## config.mk

```make
export PLATFORM = sky130hd
export DESIGN_NAME = port_chip_select_decoder
export DESIGN_NICKNAME = d
export VERILOG_FILES = /design/src/shared/cs_decoder_pkg.sv /design/src/hw/port_chip_select_decoder.sv /design/src/hw/cs_match_unit.sv
export SDC_FILE = /design/constraint.sdc
export NUM_CORES = 1
export LEC_CHECK = 0
export ABC_AREA = 1
export BUFFER_PORTS_ARGS = -buffer_cell sky130_fd_sc_hd__buf_2
export CORE_MARGIN = 10
export CORE_UTILIZATION = 39
export DETAILED_ROUTE_END_ITERATION = 7
export PLACE_DENSITY = 0.62
export SLEW_MARGIN = 20
export SYNTH_ARGS = -nofsm -noshare
export SYNTH_HDL_FRONTEND = slang
export SYNTH_SLANG_ARGS = --single-unit
```

## constraint.sdc

```tcl
create_clock -name pclk -period 1.55 [get_ports pclk]
set_clock_uncertainty 0.05 [all_clocks]
set_input_delay 0.0775 -clock pclk [delete_from_list [all_inputs] [get_ports pclk]]
set_output_delay 0.0775 -clock pclk [all_outputs]
set_load 0.01 [all_outputs]
```

## src/shared/cs_decoder_pkg.sv

```systemverilog
// constants, register map and field layout of the port chip-select decoder
package cs_decoder_pkg;

  localparam int NUM_CS = 4;
  localparam int ADDR_W = 16;
  localparam int BYTE_W = 8;
  localparam int NIBBLE_W = 4;
  localparam int IDX_W = 8;
  localparam int PADDR_W = 12;
  localparam int WORD_W = 32;
  localparam int WORD_LSB = 2;

  // alternate-mode codes of a pin
  localparam logic [1:0] MODE_GPIO = 2'b00;
  localparam logic [1:0] MODE_RD = 2'b01;
  localparam logic [1:0] MODE_WR = 2'b10;
  localparam logic [1:0] MODE_RW = 2'b11;

  // compare-width codes and the address bits each one keeps
  localparam logic [1:0] CMP_FULL = 2'b00;
  localparam logic [1:0] CMP_A1 = 2'b01;
  localparam logic [1:0] CMP_A2 = 2'b10;
  localparam logic [1:0] CMP_A8 = 2'b11;
  localparam logic [15:0] MASK_FULL = 16'hffff;
  localparam logic [15:0] MASK_A1 = 16'hfffe;
  localparam logic [15:0] MASK_A2 = 16'hfffc;
  localparam logic [15:0] MASK_A8 = 16'hff00;

  // layout of one nibble of a pin group control register
  localparam int FLD_MODE_HI = 3;
  localparam int FLD_MODE_LO = 2;
  localparam int FLD_CMP_HI = 1;
  localparam int FLD_CMP_LO = 0;
  localparam int POL_LSB = 4;

  // register indices; byte address on the bus is index times four
  localparam logic [7:0] IDX_CTRL_A = 8'h92;
  localparam logic [7:0] IDX_CTRL_B = 8'h93;
  localparam logic [7:0] IDX_POLARITY = 8'ha2;
  localparam logic [7:0] IDX_GPIO_OUT = 8'ha8;
  localparam logic [7:0] IDX_GPIO_DIR = 8'ha9;
  localparam logic [7:0] IDX_PIN_LEVEL = 8'haa;
  localparam logic [7:0] IDX_CS_STATE = 8'hab;
  localparam logic [7:0] IDX_BASE_LOW [NUM_CS] = '{8'h94, 8'h96, 8'h9a, 8'h9c};
  localparam logic [7:0] IDX_BASE_HIGH [NUM_CS] = '{8'h95, 8'h97, 8'h9b, 8'h9d};

  localparam logic [7:0] RST_BYTE = 8'h00;
  localparam logic [3:0] RST_NIBBLE = 4'h0;
  localparam logic [31:0] RST_WORD = 32'h0000_0000;

endpackage

```

## src/hw/port_chip_select_decoder.sv

```systemverilog
// four port pins, each general-purpose I/O or an address-decoded chip-select strobe
//
// Notes on behaviour
// - Mode code 00 leaves the pin as plain general-purpose I/O with no strobe.
// - Mode code 01 makes the pin a strobe for external reads inside the window.
// - Mode code 10 makes the pin a strobe for external writes inside the window.
// - Mode code 11 makes the pin a strobe for both reads and writes inside the window.
// - The window comes from the pin's base high byte, base low byte and width code.
// - Width code 00 matches only when all 16 address bits equal the base.
// - Width code 01 compares bits 15 to 1 and ignores bit 0.
// - Width code 10 compares bits 15 to 2 and ignores bits 1 and 0.
// - Width code 11 compares bits 15 to 8 and ignores the low byte.
// - Control register 93h holds the fourth pin's fields high and the third's low.
// - The first pin's base sits at 94h (low byte) and 95h (high byte).
// - The second pin's base sits at 96h (low byte) and 97h (high byte).
// - Control register 92h holds the second pin's fields high and the first's low.
// - The third and fourth pins' bases sit at 9Ah/9Bh and 9Ch/9Dh.
// - A polarity bit of 1 gives an active-high strobe, 0 an active-low one.
`timescale 1ns/10ps
module port_chip_select_decoder
  import cs_decoder_pkg::*;
#(
  parameter int N_PINS = NUM_CS
)
(
  input wire logic pclk, // core clock, 100 MHz
  input wire logic presetn, // asynchronous reset, active low
  input wire logic psel, // apb select
  input wire logic penable, // apb access phase
  input wire logic pwrite, // apb direction, 1 is write
  input wire logic [PADDR_W-1:0] paddr, // apb byte address
  input wire logic [WORD_W-1:0] pwdata, // apb write data
  input wire logic [3:0] pstrb, // apb byte enables
  output logic [WORD_W-1:0] prdata, // apb read data
  output logic pready, // apb ready
  output logic pslverr, // apb error on unmapped address
  input wire logic [ADDR_W-1:0] ext_addr, // external bus address, core clock domain
  input wire logic ext_rd_n, // external read strobe, active low
  input wire logic ext_wr_n, // external write strobe, active low
  input wire logic [N_PINS-1:0] cs_pin_in, // pin level from the pad
  output logic [N_PINS-1:0] cs_pin_out, // pin drive value
  output logic [N_PINS-1:0] cs_pin_oe // pin output enable, high drives
);

  ////////////////////////////////////////////////////////////////////////////////
  // register storage

  logic [BYTE_W-1:0] pin_group_ctrl_a;
  logic [BYTE_W-1:0] pin_group_ctrl_b;
  logic [BYTE_W-1:0] cs_base_low [N_PINS];
  logic [BYTE_W-1:0] cs_base_high [N_PINS];
  logic [NIBBLE_W-1:0] cs_polarity;
  logic [N_PINS-1:0] gpio_out;
  logic [N_PINS-1:0] gpio_dir;

  logic [BYTE_W-1:0] next_pin_group_ctrl_a;
  logic [BYTE_W-1:0] next_pin_group_ctrl_b;
  logic [BYTE_W-1:0] next_cs_base_low [N_PINS];
  logic [BYTE_W-1:0] next_cs_base_high [N_PINS];
  logic [NIBBLE_W-1:0] next_cs_polarity;
  logic [N_PINS-1:0] next_gpio_out;
  logic [N_PINS-1:0] next_gpio_dir;

  logic [IDX_W-1:0] reg_idx;
  logic aligned;
  logic wr_take;
  logic [BYTE_W-1:0] wbyte;
  logic pslverr_next_hold;

  // byte address is index times four; the two low bits must be zero
  assign reg_idx = paddr[WORD_LSB +: IDX_W];
  assign aligned = (paddr[WORD_LSB-1:0] == '0) && (paddr[PADDR_W-1:WORD_LSB+IDX_W] == '0);
  // a write lands only at the edge where the access phase sees pready high
  assign wr_take = psel & penable & pwrite & pready & ~pslverr_next_hold;
  assign wbyte = pwdata[BYTE_W-1:0];

  // a refused access answers with pslverr in the same cycle as pready
  assign pslverr_next_hold = pslverr;

  always_comb
  begin
    next_pin_group_ctrl_a = pin_group_ctrl_a;
    next_pin_group_ctrl_b = pin_group_ctrl_b;
    next_cs_polarity = cs_polarity;
    next_gpio_out = gpio_out;
    next_gpio_dir = gpio_dir;
    for (int i = 0; i < N_PINS; i++)
    begin
      next_cs_base_low[i] = cs_base_low[i];
      next_cs_base_high[i] = cs_base_high[i];
    end
    // only the low byte lane carries register data
    if (wr_take && pstrb[0])
    begin
      if (reg_idx == IDX_CTRL_A)
      begin
        next_pin_group_ctrl_a = wbyte;
      end
      if (reg_idx == IDX_CTRL_B)
      begin
        next_pin_group_ctrl_b = wbyte;
      end
      if (reg_idx == IDX_POLARITY)
      begin
        next_cs_polarity = wbyte[POL_LSB +: NIBBLE_W];
      end
      if (reg_idx == IDX_GPIO_OUT)
      begin
        next_gpio_out = wbyte[N_PINS-1:0];
      end
      if (reg_idx == IDX_GPIO_DIR)
      begin
        next_gpio_dir = wbyte[N_PINS-1:0];
      end
      for (int i = 0; i < N_PINS; i++)
      begin
        if (reg_idx == IDX_BASE_LOW[i])
        begin
          next_cs_base_low[i] = wbyte;
        end
        if (reg_idx == IDX_BASE_HIGH[i])
        begin
          next_cs_base_high[i] = wbyte;
        end
      end
    end
  end

  always_ff @(posedge pclk or negedge presetn)
  begin
    if (!presetn)
    begin
      pin_group_ctrl_a <= RST_BYTE;
      pin_group_ctrl_b <= RST_BYTE;
      cs_polarity <= RST_NIBBLE;
      gpio_out <= '0;
      gpio_dir <= '0;
      for (int i = 0; i < N_PINS; i++)
      begin
        cs_base_low[i] <= RST_BYTE;
        cs_base_high[i] <= RST_BYTE;
      end
    end
    else
    begin
      pin_group_ctrl_a <= next_pin_group_ctrl_a;
      pin_group_ctrl_b <= next_pin_group_ctrl_b;
      cs_polarity <= next_cs_polarity;
      gpio_out <= next_gpio_out;
      gpio_dir <= next_gpio_dir;
      for (int i = 0; i < N_PINS; i++)
      begin
        cs_base_low[i] <= next_cs_base_low[i];
        cs_base_high[i] <= next_cs_base_high[i];
      end
    end
  end

  ////////////////////////////////////////////////////////////////////////////////
  // per-pin field extraction and window match

  logic [NIBBLE_W-1:0] pin_nibble [N_PINS];
  logic [1:0] pin_mode [N_PINS];
  logic [1:0] pin_cmp [N_PINS];
  logic [N_PINS-1:0] pin_hit;
  logic rd_active;
  logic wr_active;

  assign rd_active = ~ext_rd_n;
  assign wr_active = ~ext_wr_n;

  // pins 0 and 1 live in control a, pins 2 and 3 in control b, low nibble first
  assign pin_nibble[0] = pin_group_ctrl_a[0 +: NIBBLE_W];
  assign pin_nibble[1] = pin_group_ctrl_a[NIBBLE_W +: NIBBLE_W];
  assign pin_nibble[2] = pin_group_ctrl_b[0 +: NIBBLE_W];
  assign pin_nibble[3] = pin_group_ctrl_b[NIBBLE_W +: NIBBLE_W];

  genvar g;
  generate
    for (g = 0; g < N_PINS; g++)
    begin : g_pin
      assign pin_mode[g] = {pin_nibble[g][FLD_MODE_HI], pin_nibble[g][FLD_MODE_LO]};
      assign pin_cmp[g] = {pin_nibble[g][FLD_CMP_HI], pin_nibble[g][FLD_CMP_LO]};

      cs_match_unit u_match (
        .bus_addr (ext_addr),
        .base_addr ({cs_base_high[g], cs_base_low[g]}),
        .cmp_width (pin_cmp[g]),
        .mode (pin_mode[g]),
        .rd_active (rd_active),
        .wr_active (wr_active),
        .hit (pin_hit[g])
      );
    end
  endgenerate

  ////////////////////////////////////////////////////////////////////////////////
  // pin drive; costs one cycle of lag behind the bus strobes so the pads see clean flops

  logic [N_PINS-1:0] cs_state;
  logic [N_PINS-1:0] next_cs_state;
  logic [N_PINS-1:0] next_cs_pin_out;
  logic [N_PINS-1:0] next_cs_pin_oe;

  always_comb
  begin
    for (int i = 0; i < N_PINS; i++)
    begin
      // strobe held for exactly as long as the qualified bus strobe, with no stretch added
      next_cs_state[i] = pin_hit[i];
      if (pin_mode[i] == MODE_GPIO)
      begin
        next_cs_pin_out[i] = gpio_out[i];
        next_cs_pin_oe[i] = gpio_dir[i];
      end
      else
      begin
        // polarity 1 drives the hit level, 0 drives its inverse
        next_cs_pin_out[i] = cs_polarity[i] ? pin_hit[i] : ~pin_hit[i];
        next_cs_pin_oe[i] = 1'b1;
      end
    end
  end

  always_ff @(posedge pclk or negedge presetn)
  begin
    if (!presetn)
    begin
      cs_state <= '0;
      cs_pin_out <= '0;
      cs_pin_oe <= '0;
    end
    else
    begin
      cs_state <= next_cs_state;
      cs_pin_out <= next_cs_pin_out;
      cs_pin_oe <= next_cs_pin_oe;
    end
  end

  ////////////////////////////////////////////////////////////////////////////////
  // pad level synchroniser; the first stage feeds only the second

  logic [N_PINS-1:0] pin_sync_a;
  logic [N_PINS-1:0] pin_level;

  always_ff @(posedge pclk or negedge presetn)
  begin
    if (!presetn)
    begin
      pin_sync_a <= '0;
      pin_level <= '0;
    end
    else
    begin
      pin_sync_a <= cs_pin_in;
      pin_level <= pin_sync_a;
    end
  end

  ////////////////////////////////////////////////////////////////////////////////
  // apb response: one wait state, data and error registered with pready

  logic [WORD_W-1:0] rd_mux;
  logic mapped;
  logic next_pready;
  logic next_pslverr;
  logic [WORD_W-1:0] next_prdata;

  always_comb
  begin
    rd_mux = RST_WORD;
    mapped = 1'b0;
    unique case (reg_idx)
      IDX_CTRL_A:
      begin
        rd_mux[BYTE_W-1:0] = pin_group_ctrl_a;
        mapped = 1'b1;
      end
      IDX_CTRL_B:
      begin
        rd_mux[BYTE_W-1:0] = pin_group_ctrl_b;
        mapped = 1'b1;
      end
      IDX_POLARITY:
      begin
        rd_mux[POL_LSB +: NIBBLE_W] = cs_polarity;
        mapped = 1'b1;
      end
      IDX_GPIO_OUT:
      begin
        rd_mux[N_PINS-1:0] = gpio_out;
        mapped = 1'b1;
      end
      IDX_GPIO_DIR:
      begin
        rd_mux[N_PINS-1:0] = gpio_dir;
        mapped = 1'b1;
      end
      IDX_PIN_LEVEL:
      begin
        rd_mux[N_PINS-1:0] = pin_level;
        mapped = 1'b1;
      end
      IDX_CS_STATE:
      begin
        rd_mux[N_PINS-1:0] = cs_state;
        mapped = 1'b1;
      end
      default:
      begin
        for (int i = 0; i < N_PINS; i++)
        begin
          if (reg_idx == IDX_BASE_LOW[i])
          begin
            rd_mux[BYTE_W-1:0] = cs_base_low[i];
            mapped = 1'b1;
          end
          if (reg_idx == IDX_BASE_HIGH[i])
          begin
            rd_mux[BYTE_W-1:0] = cs_base_high[i];
            mapped = 1'b1;
          end
        end
      end
    endcase
    // read-only status words refuse writes
    if (pwrite && (reg_idx == IDX_PIN_LEVEL || reg_idx == IDX_CS_STATE))
    begin
      mapped = 1'b0;
    end
    if (!aligned)
    begin
      mapped = 1'b0;
    end
  end

  always_comb
  begin
    next_pready = 1'b0;
    next_pslverr = 1'b0;
    next_prdata = RST_WORD;
    if (psel && penable && !pready)
    begin
      next_pready = 1'b1;
      next_pslverr = ~mapped;
      if (!pwrite && mapped)
      begin
        next_prdata = rd_mux;
      end
    end
  end

  always_ff @(posedge pclk or negedge presetn)
  begin
    if (!presetn)
    begin
      pready <= 1'b0;
      pslverr <= 1'b0;
      prdata <= RST_WORD;
    end
    else
    begin
      pready <= next_pready;
      pslverr <= next_pslverr;
      prdata <= next_prdata;
    end
  end

endmodule

```

## src/hw/cs_match_unit.sv

```systemverilog
// address window compare and access-type qualify for one chip-select pin
`timescale 1ns/10ps
module cs_match_unit
  import cs_decoder_pkg::*;
(
  input wire logic [ADDR_W-1:0] bus_addr, // external bus address
  input wire logic [ADDR_W-1:0] base_addr, // programmed base address
  input wire logic [1:0] cmp_width, // compare-width code
  input wire logic [1:0] mode, // alternate-mode code
  input wire logic rd_active, // external read strobe active
  input wire logic wr_active, // external write strobe active
  output logic hit // strobe should be active
);

  logic [ADDR_W-1:0] keep_mask;
  logic addr_match;
  logic type_ok;

  always_comb
  begin
    unique case (cmp_width)
      CMP_FULL: keep_mask = MASK_FULL;
      CMP_A1: keep_mask = MASK_A1;
      CMP_A2: keep_mask = MASK_A2;
      CMP_A8: keep_mask = MASK_A8;
    endcase
  end

  assign addr_match = ((bus_addr ^ base_addr) & keep_mask) == '0;

  always_comb
  begin
    unique case (mode)
      MODE_GPIO: type_ok = 1'b0;
      MODE_RD: type_ok = rd_active;
      MODE_WR: type_ok = wr_active;
      MODE_RW: type_ok = rd_active | wr_active;
    endcase
  end

  assign hit = addr_match & type_ok;

endmodule

```

=== Word level (Yosys, flattened, before mapping) ===
Index checks and enable logic that the tools add are counted.

* Output and inout bits: 42
* Input port bits: 75
* Register bits: 146

* Bitwise logic cells: 25
* Equality and inequality tests: 39
* Multiplexer cells: 45
* Reduce and logical (&&, ||, !) cells: 38

{| class="wikitable"
|+ Operators with widths
! operator !! number
|-
| $pmux 16 s4 || 4
|-
| $eq 8x8->1 const B || 15
|-
| $mux 8 || 10
|-
| $and 16x16->16 || 4
|-
| $logic_not 16->1 || 4
|-
| $xor 16x16->16 || 4
|-
| $eq 2x2->1 const B || 16
|-
| $pmux 4 s7 || 1
|-
| $reduce_and 2->1 || 13
|-
| $mux 1 || 25
|-
| $logic_not 2->1 || 10
|-
| $eq 2x1->1 const B || 8
|-
| $pmux 1 s4 || 4
|-
| $pmux 4 s4 || 1
|-
| $and 1x1->1 || 8
|-
| $not 1->1 || 8
|-
| $reduce_or 7->1 || 1
|-
| $logic_and 1x1->1 || 6
|-
| $reduce_or 4->1 || 1
|-
| $logic_not 1->1 || 2
|-
| $logic_or 1x1->1 || 1
|-
| $or 1x1->1 || 1
|}

=== Depth between registers and ports, before layout ===
Gate-level depths: netlist of the first run.

* Depth after elaboration: 15
* Depth in mapped cells: 13
* Mapped depth without buffers: 12

=== By module ===
A second synthesis of the first run with hierarchy kept.

* Cells, all modules: 1028
* Area, all modules: 7139.3 um^2

{| class="wikitable"
|+ By module, submodules not included
! module !! sequential area each (um^2) !! area an instance (um^2) !! cells an instance !! times used
|-
| port_chip_select_decoder || 3052.9 || 5693.0 || 680 || 1
|-
| cs_match_unit || 0.0 || 361.6 || 87 || 4
|}

=== Least setup slack after synthesis of the first run ===
OpenSTA, ideal clock, no wires.

* Kind: reg2reg
* Start: reg pready
* End: reg cs_base_low[6] (netlist bit)
* Path buffers: 2
* Setup time: 0.131 ns
* Setup slack: 0.033 ns
* Arrival time: 1.336 ns
* Stages on the path, launching flop included: 8
* Cells stage by stage: dfrtp_1 -> nand4_1 -> nor2_1 -> buf_4 -> nand2_1 -> clkbuf_1 -> nand2_1 -> o21ai_0

* Word-level cells in the longest chain between the ends: 4

{| class="wikitable"
|+ Ends and longest elaborated chain
! what !! line !! RTL
|-
| from (decl) || port_chip_select_decoder.sv:35 || <nowiki>output logic pready,</nowiki>
|-
| from (signal assigned) || port_chip_select_decoder.sv:364 || <nowiki>pready <= next_pready;</nowiki>
|-
| $and 1x1->1 (2 in series) || port_chip_select_decoder.sv:74 || <nowiki>assign wr_take = psel & penable & pwrite & pready & ~pslverr_next_hold;</nowiki>
|-
| $logic_and 1x1->1 || port_chip_select_decoder.sv:93 || <nowiki>if (wr_take && pstrb[0])</nowiki>
|-
| $reduce_and 2->1 (no source line) || -- ||
|-
| to (signal, indexed assignment) || port_chip_select_decoder.sv:153 || <nowiki>cs_base_low[i] <= next_cs_base_low[i];</nowiki>
|-
| to (decl) || port_chip_select_decoder.sv:50 || <nowiki>logic [BYTE_W-1:0] cs_base_low [N_PINS];</nowiki>
|}

No other way between the ends.
A chain may end at the register's enable or synchronous reset.

=== Worst setup path after layout of the first run ===
* Start: reg cs_base_low[10] (netlist bit)
* End: reg cs_pin_out[2]

* Word-level cells in the longest chain between the ends: 7

{| class="wikitable"
|+ Ends and longest elaborated chain
! what !! line !! RTL
|-
| $xor 16x16->16 * || cs_match_unit.sv:29 || <nowiki>assign addr_match = ((bus_addr ^ base_addr) & keep_mask) == '0;</nowiki>
|-
| $and 16x16->16 * || cs_match_unit.sv:29 ||
|-
| $logic_not 16->1 * || cs_match_unit.sv:29 ||
|-
| $and 1x1->1 * || cs_match_unit.sv:41 || <nowiki>assign hit = addr_match & type_ok;</nowiki>
|-
| $not 1->1 || port_chip_select_decoder.sv:219 || <nowiki>next_cs_pin_out[i] = cs_polarity[i] ? pin_hit[i] : ~pin_hit[i];</nowiki>
|-
| $mux 1 * || port_chip_select_decoder.sv:219 ||
|-
| $mux 1 * || port_chip_select_decoder.sv:211 || <nowiki>if (pin_mode[i] == MODE_GPIO)</nowiki>
|-
| named net next_cs_pin_out[2] || port_chip_select_decoder.sv:202 || <nowiki>logic [N_PINS-1:0] next_cs_pin_out;</nowiki>
|-
| to (signal assigned) || port_chip_select_decoder.sv:236 || <nowiki>cs_pin_out <= next_cs_pin_out;</nowiki>
|-
| to (decl) || port_chip_select_decoder.sv:41 || <nowiki>output logic [N_PINS-1:0] cs_pin_out,</nowiki>
|}

The timed path passes the listed nets; every way through them passes the cells marked *.

==> metrics, run 1 <==
clk buf depth 2; Highest Clock Rate 675 MHz; biggest area consumer among synthesized cells dfrtp_1; post-route cell area 8980 sq um; Initial Util 40.1%; max cap viols 0; CTS root buf clkbuf_16; asr flop ratio synth 100%; Layout Cells excl Fill 1342; uppermost layer routed met4; worst hold slack 0.0614 ns; share of the synthesized area in the top cell type 43.6%; synthesized flop and latch total 122; final total power 7.68 mW; VDD IR max 0.000833 V; reg-to-reg startpoint cs_base_low[10]$_DFFE_PN0P_; final core utilization 51.4%; WL met1 11300 um; largest family of logic cells by synthesized area simple AND/OR/NAND/NOR gates; Unique masters post-synth 35; routed vias/inst 5.05; DIE HEIGHT 154 um; Nets 1179; most frequent cells in the layout nand2_1 (264), dfrtp_1 (118), o21ai_0 (97); final-layout fill cell count 1727; Pre-antenna DRT Iters 7; grt total ovfl 0; CORE AREA 17500 sq um; layout cell share with drive strength beyond 1 25.1%; GRT Total Usage 20.5%; Post-Route WL 24500 um; die area 23700 sq um; Ys Warns 0; clk sinks 122; area taken by multi-input logic gates 3540 sq um; Port Buffers 65; CTS Buf Count 17; sequential area share after synthesis 43.6%; dpl hpwl 18300 um; outcome finished clean; met2 wire length 11100 um; # rows 48; Max Slew Vio Count 0; commonest non-fill, non-tap cell in the layout nand2_1; Syn Inst Count 947; hold path startpoint pstrb[0]; Reg2Reg Depth 9; initial antenna violation count 0; Worst Setup End Kind register; Area contributors post-synth dfrtp_1 (44%), nand2_1 (15%), o21ai_0 (7.2%); Final Cycle Share 95.6%; clock tree from TritonCTS done; clock-pin transition on the worst setup and hold timing paths 0.06 ns; crit path max fanout 3; reg-to-reg slack, setup 0.07 ns; leakage 4.48 nW; minimum period implied by the final worst setup slack 1.48 ns; Hold Crit Endpoint pin_group_ctrl_a[0]$_DFFE_PN0P_; first-pass GRT wire length 37800 um; pin count of the biggest net entering global routing 123; Reg area 3060 sq um; Fin. Hold Viols 0; commonest register cell after synthesis dfrtp_1; CP startpoint kind register; worst r2r dst cs_pin_out[2]$_DFF_PN0_; Netlist Area Pre-Place 7000 sq um; RSZ-0062 raised after global routing yes; DP Cell Count 1295; Hold Crit Class primary input to register; worst slew pin tran 0.768 ns; via count 6778; Post-DP Area 8070 sq um; Die W 154 um; # IOs 117; drt drc 0; syn_area_per_cell 7.39 sq um; crit path kind register to register; Slew HR 48.8%; vias in the first global route 6559; Routed met3 length 1730 um; Skew-Pair Late Insertion Delay 0.43 ns; simple-gate share of the synthesized area 31.5%; Diodes inserted 0; area grow syn2layout 28.3%; Synth Area in Adders 0%; remaining antenna violation count 0; wire per inst 18.2 um; proportion of synthesized area in mux cells 0%; Post-Synth XOR/XNOR Area 5.38%; Synth Area in Compound Gates 9.70%; RD Place Congestion 0.973; Worst Path Arrival 1.75 ns; EDFF count, synth 0; Power Density 856 nW/um^2; Max H-tree Level 4; WHS Path Cells 4; DRT iter0 DRCs 628; Critical Path RT 1.82 ns; Final setup viols 0
-- what timing repair did --
item                                    4_1_cts  5_1_grt
hold endpoints to repair                    128        0
pin swaps                                     0       22
hold buffers                                  7        0
endpoints found under the setup margin        3       63
gates resized for setup                       4       58
gates cloned                                  0        0
setup buffers                                 0        9
-- report_power, final --
group	switching (mW)	total, mW	internal, mW
sequential	0.0117	3.22	3.20
clock	1.57	3.86	2.30
combinational	0.415	0.606	0.190
-- synthesized netlist by cell type, types with 10 or more instances --
library cell,n
nand3_1,61
inv_1,92
nor2_1,83
clkbuf_1,16
xor2_1,29
a21oi_1,17
or2_2,11
nand4_1,26
buf_4,27
dfrtp_1,122
nand2_1,274
o21ai_0,101
nand2_2,10
xnor2_1,14
-- worst max-delay path, cell delays in order, from the launching register on --
cell and delay, ns:
dfrtp_1 0.38, xor2_1 0.16, nor2_1 0.13, nand3_1 0.15, nand2_1 0.14, nand3_2 0.10
nand2_2 0.08, nand2_2 0.07, nand2_1 0.07, nand2_1 0.04
-- logic make-up after synthesis --
kind of cell / Yosys count
buf+inv: 151
flops: 122
xor+xnor: 43
other cells: 1
simple gates: 498
compound gates: 132
-- worst max path at each step --
stage                                     from                         end  slack (ns)  depth (start not counted)
3_3_place_gp                          paddr[8]         prdata[2]$_DFF_PN0_       -0.08                         12
6_report           cs_base_low[10]$_DFFE_PN0P_     cs_pin_out[2]$_DFF_PN0_        0.07                          9
4_1_cts        pin_group_ctrl_b[3]$_DFFE_PN0P_     cs_pin_out[2]$_DFF_PN0_       0.006                         10
5_1_grt           cs_base_high[29]$_DFFE_PN0P_     cs_pin_out[0]$_DFF_PN0_       -0.05                          9
2_1_floorplan                 pready$_DFF_PN0_  cs_base_low[6]$_DFFE_PN0P_        0.03                          7
3_5_place_dp                          paddr[8]         prdata[2]$_DFF_PN0_       -0.09                         12
-- through the flow --
stage / setup WS [ns] / setup TNS [ns]
floorplan: 0.0327 / 0
global placement: -0.0753 / -0.195
detailed placement: -0.0861 / -0.352
CTS: 0.00621 / 0
global route: -0.0549 / -0.584
finish: 0.0675 / 0
-- layer usage --
| metal | track usage (%) | vias up |
|---|---|---|
| li1 | - | 3292 |
| met1 | 28.3 | 3206 |
| met2 | 31.2 | 253 |
| met3 | 5.10 | 27 |
| met4 | 5.08 | 0 |
| met5 | 0 | - |
-- sequential cells by signal (all words and copies together), names as in the netlist --
register,flops
cs_polarity,4
cs_base_low,32
cs_pin_oe,4
cs_state,4
gpio_dir,4
pin_group_ctrl_a,8
cs_pin_out,4
pslverr,1
pin_sync_a,4
prdata,8
pin_group_ctrl_b,8
gpio_out,4
pready,1
cs_base_high,32
pin_level,4
-- layout make-up --
type | count | share of cell area (%)
well taps | 225 | 3.13
flip-flops and latches | 122 | 34.0
multi-input cells | 697 | 39.4
clock inverters | 13 | 1.32
inverters | 101 | 4.22
repair buffers | 165 | 12.8
clock buffers | 19 | 5.04
Note: power is estimated with default switching activity, not from simulation.
==> run 2, diff against run 1 <==
--- a/config.mk
+++ b/config.mk
@@ -5,13 +5,11 @@
 export SDC_FILE = /design/constraint.sdc
 export NUM_CORES = 1
 export LEC_CHECK = 0
-export ABC_AREA = 1
 export BUFFER_PORTS_ARGS = -buffer_cell sky130_fd_sc_hd__buf_2
 export CORE_MARGIN = 10
-export CORE_UTILIZATION = 39
+export CORE_UTILIZATION = 45
 export DETAILED_ROUTE_END_ITERATION = 7
-export PLACE_DENSITY = 0.62
-export SLEW_MARGIN = 20
+export PLACE_DENSITY = 0.7
 export SYNTH_ARGS = -nofsm -noshare
 export SYNTH_HDL_FRONTEND = slang
 export SYNTH_SLANG_ARGS = --single-unit
==> run 2 against run 1 <==
The flow now finishes with violations (setup timing); hold slack lost 0.049 ns; combinational power grew 14%; final cell count decreased by 29%; first-iteration DRC count fell by 4.1%; register-to-register slack worse by 0.55 ns; area after synthesis is 6.6% lower; via count decreased by 17%; maximum frequency fell by 27%; clock power grew 3%; sequential share of layout area decreased by 0.83 points; critical path type unchanged.
==> metrics, run 2 <==
vias in the first global route 5939 (-9.5%); Final setup viols 103 (+103); RD Place Congestion 0.926 (-4.8%); Critical Path Max Stage Delay 0.59 ns (+0.21 ns); Top Registers cs_base_high (32), cs_base_low (32); CP startpoint kind register; CTS Buf Count 17 (unchanged); sequential area share after synthesis 46.7% (+3.1 points); commonest register cell after synthesis dfrtp_1; clock-pin transition on the worst setup and hold timing paths 0.06 ns (about the same); Skew-Pair Late Insertion Delay 0.43 ns (about the same); remaining antenna violation count 0 (unchanged); Max H-tree Level 4 (unchanged); clk sinks 122 (unchanged); Critical Path RT 1.81 ns (about the same); Worst Setup End Kind register; Worst Path Arrival 2.30 ns (+0.55 ns); Post-Route WL 22400 um (-8.5%); failing checks setup timing; Hold Crit Class primary input to register; hold path startpoint ext_wr_n; worst r2r dst cs_base_high[4]$_DFFE_PN0P_; Ys Warns 0 (unchanged); WHS Path Cells 4 (unchanged); reg-to-reg startpoint pslverr$_DFF_PN0_; DIE HEIGHT 141 um (-8.7%); minimum period implied by the final worst setup slack 2.03 ns (+0.552 ns); reg-to-reg slack, setup -0.48 ns (-0.55 ns); Max stage delay cell, worst path or4b_4; worst slack, placed -0.564 ns (-0.478 ns); via count 5636 (-17%); worst hold slack 0.0128 ns (-0.0486 ns); Die W 141 um (-8.7%); VDD IR max 0.000809 V (-2.9%); crit path max fanout 8 (+5); grt total ovfl 0 (unchanged); first-pass GRT wire length 33500 um (-11%); outcome finished with violations; dpl hpwl 15500 um (-16%); # rows 44 (-8.3%); Final Cycle Share 131% (+36 points); Port Buffers 65 (unchanged); area grow syn2layout 40.5%; syn_area_per_cell 11.8 sq um (+59%); Unique masters post-synth 56 (+60%); Nets 835 (-29%); layout cell share with drive strength beyond 1 50.3% (+25 points); Max Slew Vio Count 0 (unchanged); most frequent cells in the layout dfrtp_1 (122), buf_4 (122), buf_2 (64); Diodes inserted 0 (unchanged); count leader, synth dfrtp_1; pin count of the biggest net entering global routing 69 (-44%); drt drc 0 (unchanged); Netlist Area Pre-Place 6540 sq um (-6.6%); Reg2Reg Depth 3 (-6); initial antenna violation count 0 (unchanged); Fin. Hold Viols 0 (unchanged); DRT iter0 DRCs 602 (-4.1%); Power Density 859 nW/um^2 (+0.41%); critical path cell sequence or4b_4 -> or4_4 -> mux2_4; final total power 7.90 mW (+2.8%); crit path kind register to register; wire per inst 23.4 um (+28%); biggest area consumer among synthesized cells dfrtp_1; GRT Total Usage 21.8% (+1.4 points); # IOs 117 (unchanged); CORE AREA 14400 sq um (-18%); Initial Util 45.5% (+5.5 points); share of the synthesized area in the top cell type 46.7% (+3.1 points); asr flop ratio synth 100% (unchanged); synthesized flop and latch total 122 (unchanged); final core utilization 64.0% (+13 points); leakage 4.48 nW (-0.10%); Commonest cells post-synth dfrtp_1 (122), mux2_2 (84), xor2_1 (44); Area contributors post-synth dfrtp_1 (47%), mux2_2 (14%), xor2_1 (5.9%); max cap viols 0 (unchanged); final setup margin -0.485 ns (-0.552 ns); CTS root buf clkbuf_16; Pre-antenna DRT Iters 6 (-1); EDFF count, synth 0 (unchanged); Syn Inst Count 556 (-41%); RSZ-0062 raised after global routing yes; Highest Clock Rate 491 MHz (-27%); Hold Crit Endpoint cs_state[2]$_DFF_PN0_; die area 19800 sq um (-17%); clk buf depth 2 (unchanged); clock tree from TritonCTS done; routed vias/inst 5.89 (+17%); setup TNS -25.93 ns (-25.93 ns)
## run 2: changes by cell type in the layout (fill, tap and decap cells not counted), moves of 24 or more
cell     before  now
o21ai_0      97   11
nand4_1      26    2
mux2_2        0   59
inv_1        87   11
mux2_4        0   33
nor2_1       74   18
nand2_1     264   19
buf_4        86  122
nand3_1      56    5
## run 2: area by class of cell
class | instances | area [sq um]
clock buffers | 17 | 425
clock inverters | 15 | 166
fillers | 1011 | 5180
inverters | 11 | 41.3
multi-input cells | 395 | 3700
flip-flops and latches | 122 | 3050
well taps | 184 | 230
repair buffers | 213 | 1580
## run 2: what timing repair did
item | 4_1_cts | 5_1_grt
hold buffers | 6 | 0
gates cloned | 0 | 1
endpoints found under the hold margin | 127 | 0
pin swaps | 13 | 20
endpoints found under the setup margin | 106 | 107
buffers inserted | 3 | 6
resized for setup | 36 | 49
## run 2: cells by family after synthesis
kind of cell           count (synthesis)  synth area share [%]
multiplexers                         114                  21.4
flip-flops                           122                  46.7
XOR/XNOR                              64                  8.57
other                                  1                0.0573
AND/OR/NAND/NOR                      121                  10.6
AO/OA/AOI/OAI                         72                  7.52
buffers and inverters                 62                  5.16
## run 2: worst max-delay path: cells and delay by family, from the launching register on
kind / cells / cell delay [ns]
DFF: 1 / 0.38
muxes: 1 / 0.34
and+or+nand+nor: 2 / 1.15
## run 2: layer usage
metal | GRT usage (%) | up-vias | share of wire (%) | wire length, um
met5 | 0 | - | 0 | 0
met4 | 13.2 | 0 | 5.1 | 1140
met3 | 6.80 | 88 | 8.5 | 1910
met2 | 34.6 | 336 | 47 | 10600
met1 | 25.3 | 2814 | 39 | 8730
li1 | - | 2398 | - | -
## run 2: power by group
part / internal, mW / switching, mW
Sequential: 3.20 / 0.00910
Clock: 2.39 / 1.60
Combinational: 0.260 / 0.429
## run 2: worst max path at each step
stage                 startpoint                     endpoint  slack, ns  cells past startpoint
2_1_floorplan   pready$_DFF_PN0_  cs_base_high[0]$_DFFE_PN0P_      -0.56                      6
3_3_place_gp    pready$_DFF_PN0_  cs_base_high[0]$_DFFE_PN0P_      -0.55                      4
3_5_place_dp   pslverr$_DFF_PN0_  cs_base_high[4]$_DFFE_PN0P_      -0.56                      3
4_1_cts        pslverr$_DFF_PN0_  cs_base_high[4]$_DFFE_PN0P_      -0.48                      3
5_1_grt        pslverr$_DFF_PN0_  cs_base_high[6]$_DFFE_PN0P_      -0.51                      3
6_report       pslverr$_DFF_PN0_  cs_base_high[4]$_DFFE_PN0P_      -0.48                      3
## run 2: through the flow
step                cell area (sq um)  std cells
finish                           9190        957
global route                     9190        957
CTS                              8910        951
detailed placement               8050        911
global placement                 8050        911
floorplan                        6750        579
